==> config.mk <==
export PLATFORM = sky130hd
export DESIGN_NAME = sdp_top
export DESIGN_NICKNAME = d
export VERILOG_FILES = /design/src/core/sdp_dram_seq.v /design/src/core/sdp_top.v
export VERILOG_INCLUDE_DIRS = /design/src /design/src/core
export SDC_FILE = /design/constraint.sdc
export NUM_CORES = 2
export LEC_CHECK = 0
export BUFFER_PORTS_ARGS = -buffer_cell sky130_fd_sc_hd__buf_2
export CORE_ASPECT_RATIO = 1.5
export CORE_MARGIN = 2
export CORE_UTILIZATION = 60
export DETAILED_ROUTE_END_ITERATION = 16
export PLACE_DENSITY = 0.77
export SLEW_MARGIN = 10
export SYNTH_ARGS = -nofsm -noshare
export SYNTH_HDL_FRONTEND = slang
export SYNTH_SLANG_ARGS = --single-unit
==> constraint.sdc <==
create_clock -name CLK -period 6.3 [get_ports CLK]
set_clock_uncertainty 0.2 [all_clocks]
set_input_delay 0.315 -clock CLK [delete_from_list [all_inputs] [get_ports CLK]]
set_output_delay 0.315 -clock CLK [all_outputs]
set_load 0.01 [all_outputs]
==> src/core/sdp_map.vh <==
// register offsets, field positions, memory map and timing counts
// assumes inclusion by every design file of the scanner data port block
`ifndef SDP_MAP_VH
`define SDP_MAP_VH
`define SDP_REG_PIXEL 7'h00
`define SDP_REG_LEVEL 7'h01
`define SDP_REG_SENSE 7'h02
`define SDP_REG_SELECT 7'h03
`define SDP_REG_ADDR_HI 7'h04
`define SDP_REG_ADDR_LO 7'h05
`define SDP_REG_PORT 7'h06
`define SDP_REG_COMMAND 7'h07
`define SDP_REG_TOP 7'h7F
`define SDP_SEL_RO_BIT 4
`define SDP_DIR_BIT 6
`define SDP_GAMMA_TOP 14'h0FFD
`define SDP_COEF_TOP 14'h3FFF
`define SDP_OFFSET_BASE 20'h00000
`define SDP_GAIN_BASE 20'h0C000
`define SDP_GAMMA_BASE 20'h18000
`define SDP_IMAGE_BASE 20'h1B000
`define SDP_SMALL_TOP 20'h3FFFF
`define SDP_LARGE_TOP 20'hFFFFF
`define SDP_COLOR_STEP 20'h04000
`define SDP_GAMMA_STEP 20'h01000
`define SDP_SLOT_NS 125
`define SDP_CLK_NS 50
`define SDP_SLOT_CYC ((`SDP_SLOT_NS + `SDP_CLK_NS - 1) / `SDP_CLK_NS)
`define SDP_TYPE_GAMMA 2'h0
`define SDP_TYPE_GAIN 2'h1
`define SDP_TYPE_OFFSET 2'h2
`endif

==> src/core/sdp_dram_seq.v <==
// per-pixel dram access sequencer: one random cycle per slot
// assumes a plain async-style dram answering within one slot
`default_nettype none
module sdp_dram_seq (
    input wire CLK,
    input wire RST_N,
    input wire start,
    input wire [2:0] first_op,
    input wire single,
    output reg busy,
    output reg [2:0] op,
    output wire slot_end
);
`include "sdp_map.vh"
    localparam integer SLOT_INT = `SDP_SLOT_CYC;
    localparam [2:0] SLOT_CYC = SLOT_INT[2:0];
    reg [2:0] cnt_ff;
    // last cycle of the current slot
    assign slot_end = busy && cnt_ff == 3'h0;
    always @(posedge CLK)
    begin
        if (!RST_N)
        begin
            busy <= 1'b0;
            op <= 3'h0;
            cnt_ff <= 3'h0;
        end
        else if (!busy && start)
        begin
            busy <= 1'b1;
            op <= first_op;
            cnt_ff <= SLOT_CYC - 3'h1;
        end
        else if (busy && cnt_ff != 3'h0)
            cnt_ff <= cnt_ff - 3'h1;
        else if (busy && (single || op == 3'h5))
            busy <= 1'b0;
        else if (busy)
        begin
            op <= op + 3'h1;
            cnt_ff <= SLOT_CYC - 3'h1;
        end
    end
endmodule
`default_nettype wire

==> src/core/sdp_top.v <==
// register access unit with indexed table port and dram budget
// assumes host byte accesses arrive as one-cycle strobes
`default_nettype none
module sdp_top (
    input wire CLK,
    input wire RST_N,
    input wire ADDR_WR,
    input wire DATA_WR,
    input wire DATA_RD,
    input wire [7:0] WDATA,
    output reg [7:0] RDATA,
    input wire LARGE_DRAM,
    input wire WIDE_MODE,
    input wire PIXEL_STB,
    input wire [15:0] PIXEL_IN,
    input wire [7:0] LEVEL_IN,
    input wire [7:0] SENSE_IN,
    input wire [7:0] PIXEL_OUT_IN,
    output wire [19:0] DRAM_ADDR,
    output reg [15:0] DRAM_WDATA,
    input wire [15:0] DRAM_RDATA,
    output wire DRAM_WE,
    output wire DRAM_CYCLE,
    output wire [2:0] DRAM_OP
);
`include "sdp_map.vh"
    reg [6:0] raddr_ff;
    reg [7:0] sel_ff;
    reg dir_ff;
    reg [13:0] paddr_ff;
    reg [7:0] cmd_ff;
    reg [7:0] regs_ff [8:127];
    reg phase_ff;
    reg [7:0] low_ff;
    reg [15:0] pre_ff;
    reg pre_ok_ff;
    reg half_ff;
    reg [7:0] held_ff;
    reg [19:0] img_ptr_ff;
    reg pix_pend_ff;
    reg [15:0] pix_word_ff;
    reg port_pend_ff;
    reg port_we_ff;
    reg [15:0] port_word_ff;
    reg [13:0] coef_idx_ff;
    wire [1:0] tbl = sel_ff[1:0];
    wire [1:0] col = sel_ff[3:2];
    wire [13:0] top = (tbl == `SDP_TYPE_GAMMA) ? `SDP_GAMMA_TOP : `SDP_COEF_TOP;
    wire [13:0] nxt_paddr = (paddr_ff == top) ? 14'h0000 : paddr_ff + 14'h0001;
    wire [13:0] nxt_coef = (coef_idx_ff == `SDP_COEF_TOP) ? 14'h0000 : coef_idx_ff + 14'h0001;
    wire [19:0] mem_top = LARGE_DRAM ? `SDP_LARGE_TOP : `SDP_SMALL_TOP;
    wire seq_busy;
    wire seq_end;
    wire [2:0] seq_op;
    wire port_start = port_pend_ff && !seq_busy;
    wire pix_start = pix_pend_ff && !seq_busy && !port_pend_ff;
    function [19:0] tbl_base;
        input [1:0] t;
        input [1:0] c;
        input [13:0] a;
        begin
            if (t == `SDP_TYPE_GAMMA)
                tbl_base = `SDP_GAMMA_BASE + `SDP_GAMMA_STEP * c + {6'h00, a};
            else if (t == `SDP_TYPE_GAIN)
                tbl_base = `SDP_GAIN_BASE + `SDP_COLOR_STEP * c + {6'h00, a};
            else
                tbl_base = `SDP_OFFSET_BASE + `SDP_COLOR_STEP * c + {6'h00, a};
        end
    endfunction
    reg [19:0] op_addr;
    always @*
    begin
        case (seq_op)
            3'h0: op_addr = tbl_base(`SDP_TYPE_OFFSET, col, coef_idx_ff);
            3'h1: op_addr = tbl_base(`SDP_TYPE_GAIN, col, coef_idx_ff);
            3'h2: op_addr = tbl_base(`SDP_TYPE_GAMMA, col, paddr_ff);
            3'h3: op_addr = img_ptr_ff;
            3'h4: op_addr = img_ptr_ff;
            default: op_addr = 20'h00000;
        endcase
    end
    assign DRAM_ADDR = (seq_op == 3'h6) ? tbl_base(tbl, col, paddr_ff) : op_addr;
    // refresh is a dram cycle too
    assign DRAM_CYCLE = seq_busy;
    assign DRAM_WE = seq_busy && (seq_op == 3'h3 || (seq_op == 3'h6 && port_we_ff));
    assign DRAM_OP = seq_op;
    sdp_dram_seq u_seq (
        .CLK(CLK),
        .RST_N(RST_N),
        .start(port_start | pix_start),
        .first_op(port_start ? 3'h6 : 3'h0),
        .single(port_start | (seq_op == 3'h6)),
        .busy(seq_busy),
        .op(seq_op),
        .slot_end(seq_end)
    );
    integer i;
    always @(posedge CLK)
    begin
        if (!RST_N)
        begin
            raddr_ff <= 7'h00;
            sel_ff <= 8'h00;
            dir_ff <= 1'b0;
            paddr_ff <= 14'h0000;
            cmd_ff <= 8'h00;
            phase_ff <= 1'b0;
            low_ff <= 8'h00;
            pre_ff <= 16'h0000;
            pre_ok_ff <= 1'b0;
            half_ff <= 1'b0;
            held_ff <= 8'h00;
            img_ptr_ff <= `SDP_IMAGE_BASE;
            coef_idx_ff <= 14'h0000;
            pix_pend_ff <= 1'b0;
            pix_word_ff <= 16'h0000;
            port_pend_ff <= 1'b0;
            port_we_ff <= 1'b0;
            port_word_ff <= 16'h0000;
            DRAM_WDATA <= 16'h0000;
            RDATA <= 8'h00;
            for (i = 8; i < 128; i = i + 1)
                regs_ff[i] <= 8'h00;
        end
        else
        begin
            if (ADDR_WR && WDATA[7] == 1'b0)
                raddr_ff <= WDATA[6:0];
            if (seq_end && seq_op == 3'h6)
            begin
                port_pend_ff <= 1'b0;
                if (port_we_ff)
                    paddr_ff <= nxt_paddr;
                else
                begin
                    pre_ff <= DRAM_RDATA;
                    pre_ok_ff <= 1'b1;
                    if (pre_ok_ff || phase_ff == 1'b0)
                        paddr_ff <= nxt_paddr;
                end
            end
            if (DATA_WR && raddr_ff == `SDP_REG_SELECT)
            begin
                sel_ff <= {WDATA[7:5], sel_ff[`SDP_SEL_RO_BIT], WDATA[3:0]};
            end
            if (DATA_WR && raddr_ff == `SDP_REG_ADDR_HI)
            begin
                paddr_ff[13:8] <= WDATA[5:0];
                dir_ff <= WDATA[`SDP_DIR_BIT];
                phase_ff <= 1'b0;
                pre_ok_ff <= 1'b0;
            end
            if (DATA_WR && raddr_ff == `SDP_REG_ADDR_LO)
            begin
                paddr_ff[7:0] <= WDATA;
                phase_ff <= 1'b0;
                pre_ok_ff <= 1'b0;
                if (dir_ff)
                begin
                    port_pend_ff <= 1'b1;
                    port_we_ff <= 1'b0;
                end
            end
            if (DATA_WR && raddr_ff == `SDP_REG_COMMAND)
                cmd_ff <= WDATA;
            if (DATA_WR && raddr_ff > `SDP_REG_COMMAND)
                regs_ff[raddr_ff] <= WDATA;
            if (DATA_WR && raddr_ff == `SDP_REG_PORT && !dir_ff)
            begin
                if (!phase_ff)
                    low_ff <= WDATA;
                else
                begin
                    port_word_ff <= {low_ff, WDATA};
                    port_pend_ff <= 1'b1;
                    port_we_ff <= 1'b1;
                end
                phase_ff <= ~phase_ff;
            end
            if (DATA_RD && raddr_ff == `SDP_REG_PORT && dir_ff)
            begin
                if (phase_ff)
                begin
                    pre_ok_ff <= 1'b0;
                    port_pend_ff <= 1'b1;
                    port_we_ff <= 1'b0;
                end
                phase_ff <= ~phase_ff;
            end
            if (port_start)
                DRAM_WDATA <= port_word_ff;
            if (pix_start)
            begin
                pix_pend_ff <= 1'b0;
                DRAM_WDATA <= pix_word_ff;
            end
            if (PIXEL_STB)
            begin
                if (WIDE_MODE)
                begin
                    pix_word_ff <= PIXEL_IN;
                    pix_pend_ff <= 1'b1;
                end
                else if (!half_ff)
                begin
                    held_ff <= PIXEL_IN[7:0];
                    half_ff <= 1'b1;
                end
                else
                begin
                    pix_word_ff <= {held_ff, PIXEL_IN[7:0]};
                    pix_pend_ff <= 1'b1;
                    half_ff <= 1'b0;
                end
            end
            if (seq_end && seq_op == 3'h3)
                img_ptr_ff <= (img_ptr_ff == mem_top) ? `SDP_IMAGE_BASE : img_ptr_ff + 20'h00001;
            if (seq_end && seq_op == 3'h5)
                coef_idx_ff <= nxt_coef;
            if (DATA_RD)
            begin
                case (raddr_ff)
                    `SDP_REG_PIXEL: RDATA <= PIXEL_OUT_IN;
                    `SDP_REG_LEVEL: RDATA <= LEVEL_IN;
                    `SDP_REG_SENSE: RDATA <= SENSE_IN;
                    `SDP_REG_SELECT: RDATA <= sel_ff;
                    `SDP_REG_ADDR_HI: RDATA <= {1'b0, dir_ff, paddr_ff[13:8]};
                    `SDP_REG_ADDR_LO: RDATA <= paddr_ff[7:0];
                    `SDP_REG_PORT: RDATA <= phase_ff ? pre_ff[7:0] : pre_ff[15:8];
                    `SDP_REG_COMMAND: RDATA <= cmd_ff;
                    default: RDATA <= regs_ff[raddr_ff];
                endcase
            end
        end
    end
endmodule
`default_nettype wire

==> run summary <==
Top_reg_cell synth: edfxtp_1
Leakage: 21.4 nW
DRC: 0
Worst Hold Path Cells: 3
Chip Height: 376 um
Vias in the first global route: 33900
First-pass GRT wire length: 211000 um
# diodes: 0
CP max stage delay: 1220 ps
Setup tns final: 0 ps
Clock power share: 0.389
Drt via density: 6.34
Largest family of logic cells by synthesized area: simple AND/OR/NAND/NOR gates
Clock sinks: 1203
Switching power: 3.76 mW
Core box area: 0.0915 mm^2
Setup crit start kind: flip-flop
Unrepaired setup endpoints after global routing: false
Synthesized area per cell: 13.7 um^2
Initial Utilization: 0.606
Peak VDD IR: 0.000247 V
Hold_sp: WDATA[2]
Post-Syn Area: 0.0555 mm^2
Post-cts sizing count: 0
Max clock buf depth: 3
Root Buffer: clkbuf_16
GPL Wtd Cong: 0.933
Worst hold path class: input port to flip-flop
Share of post-route cells with drive strength above 1: 0.153
Synth Register Bits: 1203
Most frequent cells in the layout: edfxtp_1 (1024), and2_1 (961), nor2_1 (282)
Tmin final: 4090 ps
Routed WL per cell: 26.2 um
Mux share of post-synthesis cell area: 0.138
R2R Setup Slk: 2210 ps
Maxcap violations: 0
Vias after detailed routing: 34000
Yosys cell types: 76
Commonest non-fill, non-tap cell in the layout: edfxtp_1
Post-synthesis adder-cell area fraction: 0.00307
Worst setup path startpoint: raddr_ff[6]$_SDFFE_PN0P_
Worst slew pin tran: 1330 ps
Post-synth EDFFs: 1024
Routed Antenna Nets: 0
Clock-pin slew on the worst setup and hold paths: 70 ps
GR Util All Layers: 0.301
Sequential fraction of the synthesis area: 0.619
Final worst path period share: 0.649
CP endpoint kind: flip-flop
First DRT Iteration DRCs: 3462
YS warnings: 0
CTS tree: built
Die width: 252 um
DP Wirelength: 91300 um
Critical R2R Launch: raddr_ff[6]$_SDFFE_PN0P_
TritonCTS buffer count: 101
Final setup viols: 0
Rel. slew slack: 0.0926
Post-synthesis xor/xnor area fraction: 0.00474
PD cells: 275 mW/mm^2
Die area: 0.0949 mm^2
Slowest CP cell: o21ai_0
Cell Count, Final, Fillers Out: 5373
Synth Area in Simple Gates: 0.159
Largest net degree at the start of global routing: 95
Total power: 16.7 mW
Placed Cells: 5145
Num ports: 121
Critical Path Fanout Max: 30
Final hold violations: 0
Required @ worst endpoint: 6410 ps
Worst r2r path cells: 5
Port bufs: 120
Pins Over Slew Limit: 0
Register share of total power: 0.542
Outcome: finished, final reports clean
Comb pwr share: 0.070
Final #Nets: 4202
Post-synthesis compound-gate area fraction: 0.0499
Final Instance Area: 0.0607 mm^2
Clock latency on the worst-skew pair: 700 ps
Core Rows: 136
GRT overflow: 0
Critical path class: flip-flop to flip-flop
Initial antenna violation count: 2
# fillers: 6273
Critical path, cell by cell: nor4_2 -> buf_4 -> nor3b_1 -> nand2_2 -> o21ai_0
Synth Instances: 4053
FFs w/ async S/R, synth: 0
Routed Wire Length: 141000 um
Drt first pass iters: 6
Switching part of the total: 0.225
Dpl cell area: 0.0569 mm^2
Layout area overhead: 9.52%
Int Power: 13.0 mW
F_max: 244 MHz
Worst EP arrival: 4200 ps
H-tree Lvls: 3
[per-stage QoR]
step | hold WS [ps] | utilization | setup WS (ps)
after floorplan | 214 | - | 3730
after global placement | 238 | 0.621 | 2520
after detailed placement | 246 | 0.621 | 2290
after CTS | 18.9 | 0.663 | 2270
after global routing | 73.5 | 0.663 | 1980
final | 55.0 | 0.663 | 2210
[critical path: cells and delay by family (launching register included)]
kind / cells / cell delay (ps)
AND/OR/NAND/NOR: 3 / 1560
AO/OA/AOI/OAI: 1 / 1220
buffers and inverters: 1 / 200
flip-flops: 1 / 500
[layer usage]
metal	wire length, um	up-vias	part of all wire	track usage
met3	10900	391	0.078	0.0447
met4	8290	0	0.059	0.162
met1	49400	17000	0.35	0.364
met5	0	-	0	0
li1	-	14900	-	-
met2	72100	1723	0.51	0.524
[synthesized netlist by cell type (all sizes together), types with 39 or more instances]
| library cell | n | area, um^2 |
|---|---|---|
| buf | 89 | 558 |
| a211oi | 39 | 293 |
| nand2 | 154 | 578 |
| a21oi | 75 | 375 |
| edfxtp | 1024 | 30700 |
| mux2i | 168 | 1680 |
| and2 | 962 | 6020 |
| dfxtp | 179 | 3580 |
| nor2 | 288 | 1090 |
| o21ai | 176 | 881 |
| clkbuf | 229 | 861 |
| nand3 | 52 | 260 |
| mux4 | 256 | 5770 |
[power groups by stage]
stage	combinational [mW]	sequential, mW	clock [mW]
floorplan	0.767	9.12	0
global route	1.23	9.07	6.82
detailed placement	1.13	9.22	0
CTS	1.15	9.05	6.53
finish	1.16	9.05	6.49
global placement	1.11	9.21	0
[worst paths after layout]
check,to
hold / removal,cmd_ff[2]$_SDFFE_PN0P_
setup reg to reg,regs_ff[124][1]$_SDFFCE_PN0P_
hold reg to reg,port_word_ff[14]$_SDFFE_PN0P_
setup / recovery,regs_ff[124][1]$_SDFFCE_PN0P_
[flip-flops by register name, summed over array words and instances, names as in the netlist, 8 cells and up, named ones only]
signal	flops
regs_ff	1024
img_ptr_ff	20
DRAM_WDATA	16
pix_word_ff	16
port_word_ff	16
pre_ff	16
coef_idx_ff	14
paddr_ff	14
RDATA	8
cmd_ff	8
held_ff	8
low_ff	8
[cell families (layout without fill, tap and decap cells)]
kind of cell             after synthesis  in the layout
AO/OA/AOI/OAI                        443            443
XOR/XNOR                              30             30
adder cells (fa/ha/maj)               13             13
buffers and inverters                338            422
flip-flops                          1203           1203
multiplexers                         440            440
other                                  1             64
AND/OR/NAND/NOR                     1585           1585
[timing repair]
| item | CTS | global route |
|---|---|---|
| hold buffers | 42 | 0 |
| buffers inserted | 0 | 0 |
| hold endpoints to repair | 77 | 0 |
[area by class of cell]
type / instances / area [um^2] / area share
clock buffers: 123 / 2780 / 0.0457
repair buffers: 216 / 1510 / 0.0249
inverters: 20 / 77.6 / 0.00128
flip-flops and latches: 1203 / 34300 / 0.566
clock inverters: 63 / 656 / 0.0108
well taps: 1173 / 1470 / 0.0242
multi-input cells: 2575 / 19900 / 0.328
Power figures use the tool's default switching activity.
